**src/rtl/ccs_defs.svh**
```systemverilog
`ifndef CCS_DEFS_SVH
`define CCS_DEFS_SVH

// ---------------------------------------------------------------
// Event status bit positions
// ---------------------------------------------------------------
`define CCS_ESR_OPC 0
`define CCS_ESR_RQC 1
`define CCS_ESR_QYE 2
`define CCS_ESR_DDE 3
`define CCS_ESR_EXE 4
`define CCS_ESR_CME 5
`define CCS_ESR_URQ 6
`define CCS_ESR_PON 7

// ---------------------------------------------------------------
// Status byte bit positions
// ---------------------------------------------------------------
`define CCS_STB_DEV 1
`define CCS_STB_EQ 2
`define CCS_STB_QUES 3
`define CCS_STB_MAV 4
`define CCS_STB_ESB 5
`define CCS_STB_MSS 6
`define CCS_STB_OPER 7

// ---------------------------------------------------------------
// Reset values, sizes, error codes, characters
// ---------------------------------------------------------------
`define CCS_ESR_RESET 8'h80
`define CCS_MASK_RESET 8'h00
`define CCS_SLOTS 10
`define CCS_SLOT_MAX 8'h0A
`define CCS_SLOT_AW 4
`define CCS_STATE_W 16
`define CCS_CHANS 2
`define CCS_ACT_COUNT 8'h05
`define CCS_ERR_ILLEGAL_PARAM 16'hFF20
`define CCS_ERR_TRIG_IGNORED 16'hFF2D
`define CCS_CH_HASH 8'h23
`define CCS_CH_ZERO 8'h30
`define CCS_CH_ONE 8'h31
`define CCS_CH_QUOTE 8'h22

`endif

```
**src/rtl/ccs_pkg.sv**
```systemverilog
package ccs_pkg;

  typedef enum logic [3:0] {
    CMD_CLS, CMD_DDT, CMD_DDT_Q, CMD_ESE, CMD_ESE_Q, CMD_ESR_Q, CMD_OPC, CMD_OPC_Q,
    CMD_OPT_Q, CMD_RCL, CMD_RST, CMD_SAV, CMD_SRE, CMD_SRE_Q, CMD_STB_Q, CMD_TRG
  } ccs_cmd_t;

  typedef enum logic [2:0] {ACT_FETC, ACT_FETC1, ACT_FETC2, ACT_TRG, ACT_TRIG1} ccs_act_t;

  typedef enum logic [1:0] {SEQ_IDLE, SEQ_TEXT, SEQ_OPCQ, SEQ_RCL} ccs_seq_t;

  typedef enum logic {TXT_DDT, TXT_OPT} ccs_txt_t;

  typedef struct packed {
    ccs_seq_t seq;
    ccs_txt_t txt;
    logic [3:0] tx_idx;
    logic [3:0] tx_len;
    logic [7:0] ese;
    logic [7:0] sre;
    logic [7:0] esr;
    logic [7:0] srq_prev;
    logic opc_armed;
    ccs_act_t action;
    logic [9:0] slot_valid;
    logic cmd_ready;
    logic rsp_valid;
    logic rsp_text;
    logic rsp_last;
    logic [7:0] rsp_data;
    logic err_valid;
    logic [15:0] err_code;
    logic srq;
    logic [7:0] stb;
    logic [1:0] chan_trig;
    logic action_run;
    ccs_act_t action_code;
    logic preset;
    logic scpi_clear;
    logic errq_clear;
    logic load_valid;
    logic [15:0] load_data;
  } ccs_state_t;

endpackage

```
**src/rtl/ccs_slot_mem.sv**
```systemverilog
`timescale 1ns/100ps
`default_nettype none

module ccs_slot_mem
(
  input wire logic clk_sys,
  input wire logic reset,
  input wire logic ce,
  input wire logic wr_en,
  input wire logic [3:0] wr_addr,
  input wire logic [15:0] wr_data,
  input wire logic rd_en,
  input wire logic [3:0] rd_addr,
  output logic [15:0] rd_data
);

  logic [15:0] mem_reg [0:9];
  logic [15:0] rd_reg;

  // Array has no reset; slot validity is tracked by the caller
  always_ff @(posedge clk_sys)
  begin
    if (ce && wr_en)
    begin
      mem_reg[wr_addr] <= wr_data;
    end
  end

  always_ff @(posedge clk_sys or posedge reset)
  begin
    if (reset)
    begin
      rd_reg <= 16'h0000;
    end
    else if (ce && rd_en)
    begin
      rd_reg <= mem_reg[rd_addr];
    end
  end

  assign rd_data = rd_reg;

endmodule

`default_nettype wire

```
**src/rtl/ccs_core.sv**
```systemverilog
// Summary of operation
// (RULE1) Clear-status zeroes status registers and error queue
// (RULE2) Define-trigger stores action run on trigger
// (RULE3) Block form: hash, digit count, length, text
// (RULE4) After reset stored action is plain trigger
// (RULE5) Trigger-definition query returns definite-length block
// (RULE6) Unknown trigger action reports error -224
// (RULE7) Event enable command loads 8-bit mask
// (RULE8) Event bits: complete, control, query, device, execution, command, user, power
// (RULE9) Event enable query returns mask unchanged
// (RULE10) Event register read returns value, then clears
// (RULE11) Operation-complete command arms completion event bit
// (RULE12) Operation-complete query answers 1 when idle
// (RULE13) Options query returns empty quoted string
// (RULE14) Recall restores slot 1-10; empty gives -224
// (RULE15) Save stores current state into slot 1-10
// (RULE16) Reset command returns instrument to preset defaults
// (RULE17) Service enable mask feeds master summary bit 6
// (RULE18) Service request on enabled bit rising edge
// (RULE19) Status byte bit layout as listed
// (RULE20) Status byte query returns byte without clearing
// (RULE21) Service enable query returns current mask
// (RULE22) Trigger fires waiting channels or stored action
// (RULE23) With plain trigger action, trigger not from bus or unwaited: -211
// (RULE24) Summary bits are OR of enabled bits
`timescale 1ns/100ps
`default_nettype none
`include "ccs_defs.svh"

module ccs_core
(
  input wire logic clk_sys,
  input wire logic reset,
  input wire logic ce,
  input wire logic cmd_valid,
  input wire ccs_pkg::ccs_cmd_t cmd_code,
  input wire logic [7:0] cmd_arg,
  output logic cmd_ready,
  output logic rsp_valid,
  output logic rsp_text,
  output logic rsp_last,
  output logic [7:0] rsp_data,
  output logic err_valid,
  output logic [15:0] err_code,
  input wire logic ops_pending,
  input wire logic evt_query_err,
  input wire logic evt_dev_err,
  input wire logic evt_exec_err,
  input wire logic evt_cmd_err,
  input wire logic evt_user_req,
  input wire logic dev_status_sum,
  input wire logic errq_not_empty,
  input wire logic ques_sum,
  input wire logic msg_avail,
  input wire logic oper_sum,
  input wire logic trig_source_bus,
  input wire logic [1:0] chan_waiting,
  output logic [1:0] chan_trigger,
  output logic action_run,
  output ccs_pkg::ccs_act_t action_code,
  output logic preset,
  output logic scpi_clear,
  output logic errq_clear,
  output logic srq,
  output logic [7:0] status_byte,
  input wire logic [15:0] inst_state,
  output logic state_load_valid,
  output logic [15:0] state_load_data
);

  ccs_pkg::ccs_state_t s_reg;
  ccs_pkg::ccs_state_t s_next;
  logic [7:0] esr_set;
  logic [7:0] esr_clr;
  logic [7:0] stb_now;
  logic [7:0] srq_en;
  logic [3:0] slot_idx;
  logic slot_ok;
  logic own_err;
  logic mem_wr;
  logic mem_rd;
  logic [15:0] mem_rdata;

  // ---------------------------------------------------------------
  // Action text table
  // ---------------------------------------------------------------
  function automatic logic [47:0] act_text(input ccs_pkg::ccs_act_t a);
    logic [47:0] t;
    t = 48'h0000_0000_0000;
    unique case (a)
      ccs_pkg::ACT_FETC: t = 48'h4645_5443_3F00;
      ccs_pkg::ACT_FETC1: t = 48'h4645_5443_313F;
      ccs_pkg::ACT_FETC2: t = 48'h4645_5443_323F;
      ccs_pkg::ACT_TRG: t = 48'h2A54_5247_0000;
      ccs_pkg::ACT_TRIG1: t = 48'h5452_4947_3100;
      default: t = 48'h0000_0000_0000;
    endcase
    return t;
  endfunction

  function automatic logic [3:0] act_len(input ccs_pkg::ccs_act_t a);
    logic [3:0] n;
    n = 4'h0;
    unique case (a)
      ccs_pkg::ACT_FETC: n = 4'h5;
      ccs_pkg::ACT_FETC1: n = 4'h6;
      ccs_pkg::ACT_FETC2: n = 4'h6;
      ccs_pkg::ACT_TRG: n = 4'h4;
      ccs_pkg::ACT_TRIG1: n = 4'h5;
      default: n = 4'h0;
    endcase
    return n;
  endfunction

  // ---------------------------------------------------------------
  // Saved instrument states
  // ---------------------------------------------------------------
  ccs_slot_mem u_slots
  (
    .clk_sys(clk_sys),
    .reset(reset),
    .ce(ce),
    .wr_en(mem_wr),
    .wr_addr(slot_idx),
    .wr_data(inst_state),
    .rd_en(mem_rd),
    .rd_addr(slot_idx),
    .rd_data(mem_rdata)
  );

  // ---------------------------------------------------------------
  // Next-state logic
  // ---------------------------------------------------------------
  always_comb
  begin
    logic [47:0] txt_sh;
    txt_sh = 48'h0000_0000_0000;
    s_next = s_reg;
    s_next.rsp_valid = 1'b0;
    s_next.rsp_text = 1'b0;
    s_next.rsp_last = 1'b0;
    s_next.err_valid = 1'b0;
    s_next.chan_trig = 2'h0;
    s_next.action_run = 1'b0;
    s_next.preset = 1'b0;
    s_next.scpi_clear = 1'b0;
    s_next.errq_clear = 1'b0;
    s_next.load_valid = 1'b0;
    mem_wr = 1'b0;
    mem_rd = 1'b0;
    own_err = 1'b0;
    esr_clr = 8'h00;
    slot_idx = cmd_arg[3:0] - 4'h1;
    slot_ok = (cmd_arg >= 8'h01) && (cmd_arg <= `CCS_SLOT_MAX);

    // Status byte, summary bits built from masks
    stb_now = 8'h00; // RULE19
    stb_now[`CCS_STB_DEV] = dev_status_sum;
    stb_now[`CCS_STB_EQ] = errq_not_empty;
    stb_now[`CCS_STB_QUES] = ques_sum;
    stb_now[`CCS_STB_MAV] = msg_avail;
    stb_now[`CCS_STB_ESB] = |(s_reg.esr & s_reg.ese); // RULE24
    stb_now[`CCS_STB_OPER] = oper_sum;
    stb_now[`CCS_STB_MSS] = |(stb_now & s_reg.sre); // RULE17 RULE24

    // Hardware events; bit 1 is never raised
    esr_set = 8'h00; // RULE8
    esr_set[`CCS_ESR_OPC] = s_reg.opc_armed && !ops_pending; // RULE11
    esr_set[`CCS_ESR_QYE] = evt_query_err;
    esr_set[`CCS_ESR_DDE] = evt_dev_err;
    esr_set[`CCS_ESR_CME] = evt_cmd_err;
    esr_set[`CCS_ESR_URQ] = evt_user_req;
    if (esr_set[`CCS_ESR_OPC])
    begin
      s_next.opc_armed = 1'b0;
    end

    unique case (s_reg.seq)
      ccs_pkg::SEQ_IDLE:
      begin
        if (cmd_valid && s_reg.cmd_ready)
        begin
          unique case (cmd_code)
            ccs_pkg::CMD_CLS:
            begin
              esr_clr = 8'hFF; // RULE1
              s_next.opc_armed = 1'b0;
              s_next.scpi_clear = 1'b1; // RULE1
              s_next.errq_clear = 1'b1; // RULE1
            end
            ccs_pkg::CMD_DDT:
            begin
              if (cmd_arg < `CCS_ACT_COUNT)
              begin
                s_next.action = ccs_pkg::ccs_act_t'(cmd_arg[2:0]); // RULE2
              end
              else
              begin
                own_err = 1'b1; // RULE6
                s_next.err_code = `CCS_ERR_ILLEGAL_PARAM;
              end
            end
            ccs_pkg::CMD_DDT_Q:
            begin
              s_next.seq = ccs_pkg::SEQ_TEXT; // RULE5
              s_next.txt = ccs_pkg::TXT_DDT;
              s_next.tx_idx = 4'h0;
              s_next.tx_len = act_len(s_reg.action) + 4'h3;
            end
            ccs_pkg::CMD_ESE: s_next.ese = cmd_arg; // RULE7
            ccs_pkg::CMD_ESE_Q:
            begin
              s_next.rsp_valid = 1'b1;
              s_next.rsp_last = 1'b1;
              s_next.rsp_data = s_reg.ese; // RULE9
            end
            ccs_pkg::CMD_ESR_Q:
            begin
              s_next.rsp_valid = 1'b1;
              s_next.rsp_last = 1'b1;
              s_next.rsp_data = s_reg.esr;
              esr_clr = 8'hFF; // RULE10
            end
            ccs_pkg::CMD_OPC: s_next.opc_armed = 1'b1; // RULE11
            ccs_pkg::CMD_OPC_Q: s_next.seq = ccs_pkg::SEQ_OPCQ; // RULE12
            ccs_pkg::CMD_OPT_Q:
            begin
              s_next.seq = ccs_pkg::SEQ_TEXT; // RULE13
              s_next.txt = ccs_pkg::TXT_OPT;
              s_next.tx_idx = 4'h0;
              s_next.tx_len = 4'h2;
            end
            ccs_pkg::CMD_RCL:
            begin
              if (slot_ok && s_reg.slot_valid[slot_idx])
              begin
                mem_rd = 1'b1; // RULE14
                s_next.seq = ccs_pkg::SEQ_RCL;
              end
              else
              begin
                own_err = 1'b1; // RULE14
                s_next.err_code = `CCS_ERR_ILLEGAL_PARAM;
              end
            end
            ccs_pkg::CMD_RST:
            begin
              s_next.preset = 1'b1; // RULE16
              s_next.action = ccs_pkg::ACT_TRG; // RULE4
              s_next.opc_armed = 1'b0;
            end
            ccs_pkg::CMD_SAV:
            begin
              if (slot_ok)
              begin
                mem_wr = 1'b1; // RULE15
                s_next.slot_valid[slot_idx] = 1'b1;
              end
              else
              begin
                own_err = 1'b1;
                s_next.err_code = `CCS_ERR_ILLEGAL_PARAM;
              end
            end
            ccs_pkg::CMD_SRE: s_next.sre = cmd_arg; // RULE17
            ccs_pkg::CMD_SRE_Q:
            begin
              s_next.rsp_valid = 1'b1;
              s_next.rsp_last = 1'b1;
              s_next.rsp_data = s_reg.sre; // RULE21
            end
            ccs_pkg::CMD_STB_Q:
            begin
              s_next.rsp_valid = 1'b1;
              s_next.rsp_last = 1'b1;
              s_next.rsp_data = stb_now; // RULE20
            end
            ccs_pkg::CMD_TRG:
            begin
              if (s_reg.action != ccs_pkg::ACT_TRG)
              begin
                s_next.action_run = 1'b1; // RULE22
                s_next.action_code = s_reg.action;
              end
              else if (trig_source_bus && (chan_waiting != 2'h0))
              begin
                s_next.chan_trig = chan_waiting; // RULE22
              end
              else
              begin
                own_err = 1'b1; // RULE23
                s_next.err_code = `CCS_ERR_TRIG_IGNORED;
              end
            end
          endcase
        end
      end
      ccs_pkg::SEQ_TEXT:
      begin
        s_next.rsp_valid = 1'b1;
        s_next.rsp_text = 1'b1;
        s_next.rsp_last = (s_reg.tx_idx == s_reg.tx_len - 4'h1);
        if (s_reg.txt == ccs_pkg::TXT_OPT)
        begin
          s_next.rsp_data = `CCS_CH_QUOTE;
        end
        else if (s_reg.tx_idx == 4'h0)
        begin
          s_next.rsp_data = `CCS_CH_HASH; // RULE3
        end
        else if (s_reg.tx_idx == 4'h1)
        begin
          s_next.rsp_data = `CCS_CH_ONE; // RULE3
        end
        else if (s_reg.tx_idx == 4'h2)
        begin
          s_next.rsp_data = `CCS_CH_ZERO + {4'h0, act_len(s_reg.action)}; // RULE3
        end
        else
        begin
          txt_sh = act_text(s_reg.action) << {s_reg.tx_idx - 4'h3, 3'b000};
          s_next.rsp_data = txt_sh[47:40];
        end
        s_next.tx_idx = s_reg.tx_idx + 4'h1;
        if (s_next.rsp_last)
        begin
          s_next.seq = ccs_pkg::SEQ_IDLE;
        end
      end
      ccs_pkg::SEQ_OPCQ:
      begin
        // Holds the port busy, so later commands wait as well
        if (!ops_pending)
        begin
          s_next.rsp_valid = 1'b1; // RULE12
          s_next.rsp_text = 1'b1;
          s_next.rsp_last = 1'b1;
          s_next.rsp_data = `CCS_CH_ONE;
          s_next.seq = ccs_pkg::SEQ_IDLE;
        end
      end
      ccs_pkg::SEQ_RCL:
      begin
        s_next.load_valid = 1'b1; // RULE14
        s_next.load_data = mem_rdata;
        s_next.seq = ccs_pkg::SEQ_IDLE;
      end
    endcase

    // Own errors count as execution errors
    esr_set[`CCS_ESR_EXE] = evt_exec_err || own_err;
    s_next.err_valid = own_err;
    // Set wins over clear so no event is lost
    s_next.esr = (s_reg.esr & ~esr_clr) | esr_set; // RULE10
    s_next.cmd_ready = (s_next.seq == ccs_pkg::SEQ_IDLE);
    s_next.stb = stb_now;
    srq_en = stb_now & s_reg.sre;
    srq_en[`CCS_STB_MSS] = 1'b0;
    s_next.srq_prev = srq_en;
    s_next.srq = |(srq_en & ~s_reg.srq_prev); // RULE18
  end

  // ---------------------------------------------------------------
  // State register
  // ---------------------------------------------------------------
  always_ff @(posedge clk_sys or posedge reset)
  begin
    if (reset)
    begin
      s_reg <= '0;
      s_reg.esr <= `CCS_ESR_RESET;
      s_reg.ese <= `CCS_MASK_RESET;
      s_reg.sre <= `CCS_MASK_RESET;
      s_reg.cmd_ready <= 1'b1;
      s_reg.action <= ccs_pkg::ACT_TRG; // RULE4
    end
    else if (ce)
    begin
      s_reg <= s_next;
    end
  end

  assign cmd_ready = s_reg.cmd_ready;
  assign rsp_valid = s_reg.rsp_valid;
  assign rsp_text = s_reg.rsp_text;
  assign rsp_last = s_reg.rsp_last;
  assign rsp_data = s_reg.rsp_data;
  assign err_valid = s_reg.err_valid;
  assign err_code = s_reg.err_code;
  assign chan_trigger = s_reg.chan_trig;
  assign action_run = s_reg.action_run;
  assign action_code = s_reg.action_code;
  assign preset = s_reg.preset;
  assign scpi_clear = s_reg.scpi_clear;
  assign errq_clear = s_reg.errq_clear;
  assign srq = s_reg.srq;
  assign status_byte = s_reg.stb;
  assign state_load_valid = s_reg.load_valid;
  assign state_load_data = s_reg.load_data;

endmodule

`default_nettype wire

```
**config.mk**
```make
export PLATFORM = sky130hd
export DESIGN_NAME = ccs_core
export DESIGN_NICKNAME = d
export VERILOG_FILES = /design/src/rtl/ccs_pkg.sv /design/src/rtl/ccs_slot_mem.sv /design/src/rtl/ccs_core.sv
export VERILOG_INCLUDE_DIRS = /design/src /design/src/rtl
export SDC_FILE = /design/constraint.sdc
export NUM_CORES = 1
export LEC_CHECK = 0
export BUFFER_PORTS_ARGS = -buffer_cell sky130_fd_sc_hd__buf_2
export CAP_MARGIN = 20
export CORE_MARGIN = 4
export CORE_UTILIZATION = 30
export DETAILED_ROUTE_END_ITERATION = 12
export PLACE_DENSITY = 0.45
export SKIP_LAST_GASP = 1
export SLEW_MARGIN = 20
export SYNTH_ARGS = -nofsm -noshare
export SYNTH_HDL_FRONTEND = slang
export SYNTH_SLANG_ARGS = --single-unit
```
**constraint.sdc**
```tcl
create_clock -name clk_sys -period 5.2 [get_ports clk_sys]
set_clock_uncertainty 0.15 [all_clocks]
set_input_delay 0.52 -clock clk_sys [delete_from_list [all_inputs] [get_ports clk_sys]]
set_output_delay 0.52 -clock clk_sys [all_outputs]
set_load 0.005 [all_outputs]
```
# After elaboration in Yosys (flattened, before gate mapping)
# Memories as Yosys holds them, arrays and structs flattened. A register that Yosys moved wholly into a read port is not among the register bits.
# Cells that the tools add are included.
[word_totals]
out_inout_bits = 64
ff_bits = 119
input_bits = 46
elab_cells = 211
mem_count = 1
mem_bits_rw = 160
[mem_list]
columns = ["name", "words", "width", "read_ports", "rd_ports_with_merged_regs", "write_ports", "line_no", "rtl"]
rows = [
  ["u_slots.mem_reg", 10, 16, 1, 1, 1, "ccs_slot_mem.sv:17", "logic [15:0] mem_reg [0:9];"],
]
[classes]
n_reduce_logical = 40
n_shift = 1
order_cmp = 5
n_addsub = 6
mux = 85
n_eq_ne = 36
bitwise_logic = 9
[op_table]
columns = ["op", "count"]
rows = [
  ["2-to-1 mux 48 bit", 5],
  ["case mux 47 bit (5 select lines)", 1],
  ["2-to-1 mux 16 bit", 5],
  ["2-to-1 mux 8 bit", 9],
  ["case mux 16 bit (4 select lines)", 1],
  ["left shift 48 x 7 -> 48 bit", 1],
  ["AND 8 bit", 5],
  ["2-to-1 mux 4 bit", 9],
  ["case mux 9 bit (4 select lines)", 1],
  ["== test 4 bit (second input constant)", 8],
  ["2-to-1 mux 14 bit", 2],
  ["2-to-1 mux 27 bit", 1],
  ["2-to-1 mux 9 bit", 3],
  ["case mux 9 bit (3 select lines)", 1],
  ["OR reduction 8 bit", 3],
  ["2-to-1 mux 1 bit", 23],
  ["2-to-1 mux 10 bit", 2],
  ["AND reduction 5 bit", 4],
  ["case mux 9 bit (2 select lines)", 1],
  ["2-to-1 mux 17 bit", 1],
  ["== test 4 x 3 -> 1 bit (second input constant)", 4],
  ["inequality test 2 bit (second input constant)", 8],
  ["NOT 8 bit", 2],
  ["AND reduction 4 bit", 4],
  ["other kinds (50)", 78],
]

# Logic depth before layout (Yosys ltp)
# Gate-level depths: netlist of the first run.
[depth]
word_depth = 14
ltp_mapped = 13
ltp_nobuf = 8

# By module
# A second synthesis of the first run with hierarchy kept.
[unflattened]
hier_cells = 992
area_unflattened_um2 = 12976.2
[by_module_without_submodules]
columns = ["mod", "cells_each", "seq_area_each_um2", "area_per_inst_um2", "instances"]
rows = [
  ["ccs_slot_mem", 363, 5205.0, 6954.2, 1],
  ["ccs_core", 629, 2582.5, 6022.0, 1],
]

# Worst setup path after synthesis of the first run
# OpenSTA, ideal clock, no wires.
[synth_timing]
kind = "input-to-reg"
from = "input port cmd_arg[0]"
to = "memory u_slots.mem_reg[3][0] (enable)"
arrival_time_ns = 4.377
setup_slack_ns = 0.243
n_path_buf = 4
stages = 11
setup_ns = 0.430
t_required_ns = 4.620
cell_sequence = "buf_2 -> buf_2 -> clkbuf_1 -> inv_1 -> ha_1 -> clkbuf_1 -> nor3b_1 -> o22ai_1 -> nand2_1 -> or3_1 -> nor4_1"
[synth_via]
elab_chain_len = 9
elab_cells_between_ends = 11
classes_between = "add/sub (1); order compare (2); mux (6); reduce/logical (2)"
[synth_lines]
columns = ["element", "line_no", "rtl"]
rows = [
  ["start: declaration", "ccs_core.sv:37", "input wire logic [7:0] cmd_arg,"],
  [">= comparator 8 x 1 -> 1 bit / less-or-equal comparator 8 x 4 -> 1 bit (equally long branches)", "--", ""],
  ["logical AND 1 bit", "ccs_core.sv:154", "slot_ok = (cmd_arg >= 8'h01) && (cmd_arg <= `CCS_SLOT_MAX);"],
  ["2-to-1 mux 1 bit", "ccs_core.sv:254", "if (slot_ok)"],
  ["2-to-1 mux 1 bit", "ccs_core.sv:183", "unique case (cmd_code)"],
  ["2-to-1 mux 1 bit", "ccs_core.sv:181", "if (cmd_valid && s_reg.cmd_ready)"],
  ["2-to-1 mux 1 bit", "ccs_core.sv:178", "unique case (s_reg.seq)"],
  ["logical AND 1 bit", "ccs_slot_mem.sv:23", "if (ce && wr_en)"],
  ["2-to-1 mux 1 bit", "ccs_slot_mem.sv:23", ""],
  ["2-to-1 mux 1 bit (implied by the code)", "ccs_slot_mem.sv:25", "mem_reg[wr_addr] <= wr_data;"],
  ["end: declaration", "ccs_slot_mem.sv:17", ""],
]
# Parallel ways exist; a longest one is shown, timed or not.

# Final worst setup path of the first run
[layout_timing]
from = "input port cmd_arg[0]"
to = "memory u_slots.mem_reg[0][8] (enable)"
# The elaborated chain is that of the path after synthesis.

==> flow_summary.ini, run 1 <==
[outcome]
run_status = completed

[sta]
tightest_slew_ns = 0.993
period_share_pct = 65.7
hold_viol_final = 0
slew_violations = 0
finalSetupTns_ns = 0
maxSlewHeadroom_pct = 33.8
period_needed_ns = 3.41
rsz0062_at_grt = no
setup_viol = 0
timing.fmax_mhz = 293

[route]
wirelength_um = 31900
viasPerCell = 4.97
dr.first_iter.drc_count = 755
num_vias = 7810
dr.pass1.iters = 6
routedWlPerCell_um = 20.3
ant_nets = 0
drc = 0

[synthesis]
synth_xor_area_share_pct = 0.961
synth_edf_count = 160
synth.mux.area_fraction_pct = 11.3
synth_top_family_by_area = multiplexers
synth_compound_area_share_pct = 10.8
async_reset_ff_share_pct = 42.7
synth_warnings = 0
syn_area_per_cell_sq_um = 13.3
postSynthCellCount = 958
synth_top_area_cell = edfxtp_1
synth_simple_gate_area_share_pct = 8.04
synth-main-ff-cell = edfxtp_1
synthAdderAreaFrac_pct = 1.55
synth_cell_types = 70
yosys_register_bits = 279
syn_area_sq_um = 12800
netlist.area_leader.share_pct = 37.6
yosys-top-cells-area = edfxtp_1 38%, dfrtp_1 23%, mux4_2 6.0%, mux2_2 3.6%, buf_4 3.2%
ys_seq_area_share_pct = 61.0

[finish]
final_util_pct = 34.5
seqCellArea_sq_um = 7790
areaGrowthSynthToFinish_pct = 13.5
final_cells = 1573
fillers = 4139
drive_gt1_share_pct = 24.5
multi_input_area_sq_um = 4220
nets = 1067
largest_register_ffs = 160

[setup_path]
critical_path_class = primary input to register
start_kind = primary input
crit_arrival_ns = 3.46
cp.required_ns = 5.25
worstPathMaxFanout = 56
crit_path_end_kind = register

[power_and_ir_drop]
powerDensity_nw_per_um2 = 420
p_leak_nw = 5.63
peakVddDrop_mv = 0.251

[clock_tree]
clkLatencyLatePin_ns = 0.58
root_buffer = clkbuf_16
htree_levels = 1
postCtsSetupRepairBufs = 0
cts_tree = done
clock_path_buffers = 3
path_clk_slew_ns = 0.06
clock_sinks = 279
cts_buffers = 31

[floorplanning]
dieArea_sq_um = 45900
row_count = 75
core_area_sq_um = 42000
pin_count = 110
die_height_um = 214
initial_core_util_pct = 30.4
dieWidth_um = 214

[flow_run]
max-cap-violations = 0

[placed_design]
dpl.cell_count = 1509
dp_hpwl_um = 22000
gp_congestion = 0.778
io_buffers = 104

[global_route]
grt_pass1_vias = 7877
grt_usage_pct = 13.4
grt_max_degree = 57
grt_pass1_wl_um = 48700
antenna_found_initial = 3
grt-ovfl-total = 0

[worst_hold_path]
hp-class = primary input to register
==> stage by stage <==
step           hold slack (ns)  cell area, sq um  total power, mW  worst slack, ns
3_3_place_gp             0.287             13400             4.01             1.19
3_5_place_dp             0.291             13500             4.01             1.12
5_1_grt                 0.0202             14500             6.41             1.51
2_1_floorplan            0.273             12800             3.68            0.243
4_1_cts               0.000118             14500             6.15             1.73
6_report                0.0429             14500             6.08             1.79
==> layout make-up <==
class	instances	share of cell area [%]
timing repair buffer	118	4.39
multi-input combinational	530	29.1
sequential	279	53.8
clock inverter	22	1.23
tap	539	4.66
clock buffer	36	5.55
antenna	3	0.0518
inverter	46	1.21
==> cell usage after synthesis (4+ instances only) <==
| library cell | n |
|---|---|
| a211oi_1 | 5 |
| a21o_1 | 16 |
| a21oi_1 | 23 |
| a222oi_1 | 19 |
| a22o_1 | 12 |
| a22oi_1 | 4 |
| a31oi_1 | 7 |
| and2_1 | 13 |
| and3_1 | 5 |
| buf_1 | 7 |
| buf_4 | 54 |
| clkbuf_1 | 41 |
| dfrtp_1 | 115 |
| dfstp_2 | 4 |
| edfxtp_1 | 160 |
| ha_1 | 15 |
| inv_1 | 46 |
| mux2_2 | 41 |
| mux2i_1 | 22 |
| mux4_2 | 34 |
| nand2_1 | 62 |
| nand2b_1 | 8 |
| nand3_1 | 15 |
| nand4_1 | 5 |
| nor2_1 | 32 |
| nor2b_1 | 11 |
| nor3_1 | 15 |
| nor3b_1 | 6 |
| nor4_1 | 10 |
| o211ai_1 | 5 |
| o21a_1 | 4 |
| o21ai_0 | 52 |
| o22ai_1 | 11 |
| o31ai_1 | 9 |
| or2_2 | 4 |
| or3_1 | 4 |
| xnor2_1 | 10 |
| xor2_1 | 4 |
==> path summary, 6_finish.rpt <==
path | start | endpoint | slack, ns | cells past startpoint
worst max-delay path | cmd_arg[0] | u_slots.mem_reg[0][8]$_DFFE_PP_ | 1.79 | 6
worst min-delay path | evt_query_err | s_reg[88]$_DFFE_PP0P_ | 0.04 | 2
worst max register to register | s_reg[120]$_DFFE_PP0P_ | u_slots.mem_reg[0][8]$_DFFE_PP_ | 1.82 | 7
worst min register to register | s_reg[69]$_DFFE_PP0P_ | s_reg[69]$_DFFE_PP0P_ | 0.30 | 1
max in group asynchronous | reset | srq$_DFFE_PP0P_ | 3.45 | 4
min in group asynchronous | reset | state_load_data[7]$_DFFE_PP0P_ | 0.44 | 3
==> layout by cell type, fill, tap and decap left out, types with 8 or more instances in the layout <==
cell type,netlist,routed
o31ai_1,9,8
dfrtp_1,115,115
buf_2,3,103
a21o_1,16,16
ha_1,15,15
a21oi_1,23,23
a222oi_1,19,19
xnor2_1,10,10
and2_1,13,13
nor2_1,32,32
o22ai_1,11,11
nand2_1,62,62
clkinv_2,0,8
inv_1,46,45
nor3_1,15,15
nand3_1,15,15
a22o_1,12,12
nor4_1,10,9
clkbuf_16,0,31
nand2b_1,8,8
buf_4,54,12
o21ai_0,52,52
mux4_2,34,34
mux2_2,41,41
nor2b_1,11,11
mux2i_1,22,22
edfxtp_1,160,160
==> report_power, final <==
part           switching, mW  total (mW)  internal (mW)
logic                  0.682        1.21          0.527
registers              0.233        2.76           2.53
clock network          0.899        2.11           1.21
==> logic make-up (layout without fill, tap and decap cells) <==
logic type	Yosys count	after routing
flops	279	279
simple gates	200	200
mux	97	97
other cells	1	8
compound gates	198	198
fa+ha+maj	16	16
buf+inv	153	222
xor+xnor	14	14
==> worst max-delay path: stages <==
cell	delay, ns
buf_4	0.10
buf_4	0.76
or3_4	0.28
a41o_1	0.58
nor2b_1	0.48
and2_1	0.73
==> per-layer routing <==
| layer | share of wire (%) | wire length, um | track usage, % |
|---|---|---|---|
| met4 | 2.0 | 632 | 3.54 |
| met3 | 4.8 | 1530 | 2.45 |
| met5 | 0 | 0 | 0 |
| met2 | 43 | 13700 | 19.5 |
| met1 | 50 | 16000 | 20.7 |
==> what timing repair did <==
| action | CTS | global route |
|---|---|---|
| gates resized for setup | 0 | 0 |
| hold buffers | 2 | 1 |
| hold endpoints to repair | 50 | 1 |
| setup endpoints to repair | 0 | 0 |
Note: power is estimated with default switching activity, not from simulation.
==> run 2: changes to the inputs <==
--- a/config.mk
+++ b/config.mk
@@ -6,6 +6,7 @@
 export SDC_FILE = /design/constraint.sdc
 export NUM_CORES = 1
 export LEC_CHECK = 0
+export ABC_AREA = 1
 export BUFFER_PORTS_ARGS = -buffer_cell sky130_fd_sc_hd__buf_2
 export CAP_MARGIN = 20
 export CORE_MARGIN = 4
==> constraint.sdc (replaced) <==
create_clock -name clk_sys -period 3.2 [get_ports clk_sys]
set_clock_uncertainty 0.15 [all_clocks]
set_input_delay 0.32 -clock clk_sys [delete_from_list [all_inputs] [get_ports clk_sys]]
set_output_delay 0.32 -clock clk_sys [all_outputs]
set_load 0.005 [all_outputs]
==> flow_summary.ini, run 2 <==
[outcome]
run_status = completed

[flow_run]
max-cap-violations = 0

[clock_tree]
path_clk_slew_ns = 0.06
root_buffer = clkbuf_16
cts_buffers = 34
clock_path_buffers = 3
htree_levels = 2
clock_sinks = 279
postCtsSetupRepairBufs = 0
clkLatencyLatePin_ns = 0.54
cts_tree = done

[route]
routedWlPerCell_um = 18.0
viasPerCell = 4.72
dr.first_iter.drc_count = 654
num_vias = 9234
ant_nets = 0
wirelength_um = 35200
dr.pass1.iters = 5
drc = 0

[placed_design]
gp_congestion = 0.851
io_buffers = 104
dp_hpwl_um = 22900
dpl_cell_area_sq_um = 13800

[finish]
largest_register_ffs = 160
drive_gt1_share_pct = 20.7
num_antenna_cells = 0
fin_area_sq_um = 15300
final_util_pct = 36.4
areaGrowthSynthToFinish_pct = 19.6
final_cell_mix = 260 x nand2_1, 160 x edfxtp_1, 133 x nor2_1
nets = 1452
final_common_cell = nand2_1

[floorplanning]
initial_core_util_pct = 30.4
dieWidth_um = 215
die_height_um = 215
row_count = 75
core_area_sq_um = 42100
pin_count = 110
dieArea_sq_um = 46100

[power_and_ir_drop]
finalPower_mw = 9.96
p_leak_nw = 6.57
powerDensity_nw_per_um2 = 650
peakVddDrop_mv = 0.319

[synthesis]
synth_edf_count = 160
ys_top_cells_by_count = 260 x nand2_1, 160 x edfxtp_1, 140 x nor2_1
synth-main-ff-cell = edfxtp_1
synth_simple_gate_area_share_pct = 16.1
netlist.area_leader.share_pct = 37.5
synth.mux.area_fraction_pct = 1.41
ys_seq_area_share_pct = 60.8
synth_xor_area_share_pct = 0.273
synth_top_area_cell = edfxtp_1
async_reset_ff_share_pct = 42.7
yosys-top-cells-area = edfxtp_1 37%, dfrtp_1 22%, nand2_1 7.6%, o21ai_0 4.9%, nor2_1 4.1%
synth_warnings = 0
syn_area_per_cell_sq_um = 10.1
synth_most_common_cell = nand2_1
synth_top_family_by_area = simple AND/OR/NAND/NOR gates
postSynthCellCount = 1272
yosys_register_bits = 279
synthAdderAreaFrac_pct = 1.46
synth_compound_area_share_pct = 12.0
syn_area_sq_um = 12800
synth_cell_types = 49

[global_route]
antenna_found_initial = 1
grt_usage_pct = 15.2
grt_pass1_wl_um = 55600
grt_pass1_vias = 9325
grt_max_degree = 89
grt-ovfl-total = 0

[sta]
maxSlewHeadroom_pct = 40.9
hold_viol_final = 0
setup_viol = 0
finalSetupTns_ns = 0
rsz0062_at_grt = no
tightest_slew_ns = 0.887
period_needed_ns = 2.86
timing.fmax_mhz = 350
slew_violations = 0
period_share_pct = 89.3

[setup_path]
cp_top_family = buffers and inverters
crit_arrival_ns = 2.95
worst_path_max_delay_cell = dlygate4sd3_1
path_cells = dlygate4sd3_1 -> buf_2 -> inv_4 -> ha_1 -> inv_2 -> nor2_2 -> nand2_1 -> nand3_1 -> nor2_1 -> nand2_1 -> inv_2 -> nand2_1 -> nor2_2 -> buf_12
cp.required_ns = 3.30
cp_num_buf_inv = 6
cp_common_cell = nand2_1
start_kind = primary input
critical_path_class = primary input to register
worstPathMaxFanout = 12
crit_path_max_incr_delay_ns = 0.53
crit_path_end_kind = register

[worst_hold_path]
hp-class = primary input to register
-- run 2: cell count changes after synthesis, sizes merged, moves of 12 or more --
cell	before	now
mux2	41	16
nand2	62	262
o22ai	11	34
a21oi	23	57
mux2i	22	0
and2	14	1
nor2	32	148
a222oi	19	0
mux4	34	0
inv	46	105
clkbuf	41	29
o21ai	52	144
a21o	16	1
nand3	15	47
-- run 2: path summary, 6_finish.rpt --
kind,cells after the start,endpoint,from,slack [ns]
worst max register to register,9,u_slots.mem_reg[0][13]$_DFFE_PP_,s_reg[119]$_DFFE_PP0P_,0.77
worst min register to register,2,status_byte[1]$_DFFE_PP0P_,status_byte[1]$_DFFE_PP0P_,0.32
max in group asynchronous,4,s_reg[93]$_DFFE_PP1P_,reset,1.90
worst max-delay path,14,u_slots.mem_reg[0][13]$_DFFE_PP_,cmd_arg[0],0.34
worst min-delay path,3,s_reg[76]$_DFFE_PP0P_,cmd_arg[2],0.04
min in group asynchronous,3,s_reg[70]$_DFFE_PP0P_,reset,0.24
-- run 2: where the power goes --
part           switching (mW)  internal [mW]
sequential              0.174           4.03
combinational            1.11          0.626
clock                    1.55           2.47
total                    2.83           7.13
-- run 2: cell type report --
| cell class | instances | area (sq um) |
|---|---|---|
| fill | 4220 | 26800 |
| sequential | 279 | 7790 |
| multi-input combinational | 793 | 4060 |
| timing repair buffer | 176 | 1220 |
| clock buffer | 49 | 1020 |
| tap | 539 | 674 |
| inverter | 107 | 410 |
| clock inverter | 13 | 159 |
-- run 2: timing repair --
action	CTS	global route
hold endpoints to repair	203	0
hold buffers	37	0
resized for setup	0	0
-- run 2: metrics by stage --
stage	instances	hold WS, ns	setup slack [ns]
6_report	1956	0.0420	0.343
5_1_grt	1956	0.0582	0.120
4_1_cts	1956	0.0260	0.339
3_5_place_dp	1857	0.279	0.351
3_3_place_gp	1857	0.280	0.419
2_1_floorplan	1276	0.269	0.0569
-- run 2: kinds of logic after synthesis --
kind of cell	count (synthesis)
and+or+nand+nor	485
other	1
xor gates and xnor gates	4
AOI/OAI and AO/OA	268
muxes	16
buffers and inverters	204
DFF	279
adders and majority gates	15
-- run 2: layer usage --
| layer | part of all wire (%) | global-route usage, % |
|---|---|---|
| met2 | 47 | 25.1 |
| met4 | 2.1 | 4.34 |
| met1 | 47 | 20.8 |
| met5 | 0.037 | 0 |
| met3 | 4.0 | 2.63 |
-- run 2: worst register-to-register path, stage by stage, from the launching register on --
cell and delay (ns):
dfrtp_1 0.44, inv_1 0.15, ha_1 0.21, nand2_1 0.12, nor2_4 0.13, nand2_1 0.17, inv_2 0.11, nand2_1 0.12
nor2_2 0.33, buf_12 0.21
==> run 3: changes to the inputs <==
--- a/config.mk
+++ b/config.mk
@@ -17,4 +17,5 @@
 export SLEW_MARGIN = 20
 export SYNTH_ARGS = -nofsm -noshare
 export SYNTH_HDL_FRONTEND = slang
+export SYNTH_HIERARCHICAL = 1
 export SYNTH_SLANG_ARGS = --single-unit
==> flow_summary.ini, run 3 <==
[synthesis]
ys_top_cells_by_count = 424 x nand2_1, 181 x inv_1, 160 x edfxtp_1
synth-main-ff-cell = edfxtp_1
synth_most_common_cell = nand2_1
postSynthCellCount = 1429
async_reset_ff_share_pct = 42.7
synth_edf_count = 160
syn_area_per_cell_sq_um = 9.33
ys_seq_area_share_pct = 58.4
syn_area_sq_um = 13300
netlist.area_leader.share_pct = 36.0
synth_cell_types = 50
synth_top_area_cell = edfxtp_1
yosys-top-cells-area = edfxtp_1 36%, dfrtp_1 22%, nand2_1 12%, inv_1 5.1%, nand3_1 4.9%
synth_warnings = 6
yosys_register_bits = 279

[clock_tree]
cts_tree = done
cts_buffers = 34
postCtsSetupRepairBufs = 0
htree_levels = 2
clock_sinks = 279
clock_path_buffers = 3
path_clk_slew_ns = 0.05
root_buffer = clkbuf_16
clkLatencyLatePin_ns = 0.54

[setup_path]
critical_path_class = primary input to register
startpoint = cmd_arg[1]
crit_path_end_kind = register
worst_path_max_delay_cell = dlygate4sd3_1
worstPathMaxFanout = 8
crit_path_max_incr_delay_ns = 0.54
crit_arrival_ns = 3.04
start_kind = primary input
path_cells = dlygate4sd3_1 -> buf_2 -> inv_1 -> ha_1 -> nor3_1 -> nor4_2 -> inv_1 -> nor2_4 -> nand2_1 -> nor2_1 -> nand2_1 -> nor2_1 -> buf_4
cp.required_ns = 3.28
r2r-start = s_reg[119]$_DFFE_PP0P_
rrSetupSlack_ns = 0.50

[worst_hold_path]
hp-class = primary input to register
min-delay-start = cmd_arg[2]

[placed_design]
dpl.cell_count = 2045
io_buffers = 104
dp_hpwl_um = 26200
gp_congestion = 0.868

[finish]
areaGrowthSynthToFinish_pct = 15.7
drive_gt1_share_pct = 14.7
seqCellArea_sq_um = 7790
final_util_pct = 35.4
final_cell_mix = 424 x nand2_1, 179 x inv_1, 160 x edfxtp_1
fillers = 4563
final_common_cell = nand2_1
final_cells = 2124
num_antenna_cells = 0
nets = 1580
multi_input_area_sq_um = 4160
largest_register_ffs = 160

[power_and_ir_drop]
p_leak_nw = 7.10
peakVddDrop_mv = 0.388
powerDensity_nw_per_um2 = 631
finalPower_mw = 9.73

[sta]
slew_violations = 0
rsz0062_at_grt = no
maxSlewHeadroom_pct = 47.5
period_needed_ns = 2.97
setup_viol = 0
timing.fmax_mhz = 337
hold_viol_final = 0
tightest_slew_ns = 0.785
period_share_pct = 92.7

[route]
dr.first_iter.drc_count = 827
routedWlPerCell_um = 17.9
viasPerCell = 4.57
wirelength_um = 38000
ant_nets = 0
dr.pass1.iters = 7
drc = 0
num_vias = 9715

[floorplanning]
die_height_um = 219
row_count = 76
dieWidth_um = 219
pin_count = 110
initial_core_util_pct = 30.6
dieArea_sq_um = 47900
core_area_sq_um = 43600

[global_route]
grt_max_degree = 90
grt-ovfl-total = 0
grt_usage_pct = 15.9
antenna_found_initial = 1
grt_pass1_wl_um = 58000
grt_pass1_vias = 9341

[flow_run]
max-cap-violations = 0

[outcome]
run_status = completed
[run 3: changes by cell type in the layout (fill, tap and decap cells not counted), sizes merged, moves of 14 or more]
cell,before,now
buf,139,125
dlygate4sd3,37,23
inv,106,191
nand2,262,428
nand3,47,133
nor2,148,88
o21ai,144,62
o22ai,34,10
[run 3: through the flow]
stage / setup slack (ns) / instance area [sq um] / setup TNS, ns / hold slack [ns]
final: 0.235 / 15400 / 0 / 0.0108
after global routing: 0.0472 / 15400 / 0 / 0.0105
after CTS: 0.186 / 15400 / 0 / 0.00139
after detailed placement: 0.209 / 14100 / 0 / 0.301
after global placement: 0.245 / 14100 / 0 / 0.302
after floorplan: -0.394 / 13400 / -12.62 / 0.0837
[run 3: power by group]
group	internal (mW)	total [mW]	leakage, nW	switching (mW)
registers	4.03	4.21	2.99	0.176
clock network	2.28	3.78	0.532	1.49
logic	0.572	1.75	3.58	1.18
[run 3: final cells by class]
class                      instances  area share (%)
tap                              585            4.74
clock inverter                     4           0.316
sequential                       279            50.5
clock buffer                      52            6.67
multi-input combinational        864            26.9
inverter                         192            4.76
timing repair buffer             148            6.13
[run 3: worst max-delay path, delay by kind of cell]
kind          cells  cell delay [ns]
fa+ha+maj         1             0.26
buf+inv           5             1.23
simple gates      7             1.22
[run 3: kinds of logic (layout without fill, tap and decap cells)]
logic type	Yosys count	count (layout)	synth area share [%]
simple gates	665	665	20.9
buf+inv	290	396	10.7
flops	279	279	58.4
compound gates	156	156	6.76
mux	16	16	1.35
fa+ha+maj	15	15	1.41
xor+xnor	7	7	0.516
other cells	1	5	0.0281
[run 3: worst paths after layout]
kind,endpoint,cells after the start
max,u_slots/mem_reg[2][2]$_DFFE_PP_,13
max in group asynchronous,s_reg[74]$_DFFE_PP1P_,4
min in group asynchronous,u_slots/rd_data[13]$_DFFE_PP0P_,3
min reg2reg,s_reg[73]$_DFFE_PP0P_,2
min,s_reg[71]$_DFFE_PP0P_,4
max reg2reg,u_slots/mem_reg[2][2]$_DFFE_PP_,11
[run 3: timing repair]
action	in CTS	in global routing
gates resized for setup	0	1
endpoints found under the setup margin	0	16
hold buffers	23	0
hold endpoints to repair	108	0
[run 3: routing by layer]
layer,wire length (um),global-route usage [%]
met1,17500,22.1
met2,17400,25.0
met3,2060,3.34
met4,1050,4.76
met5,13,0
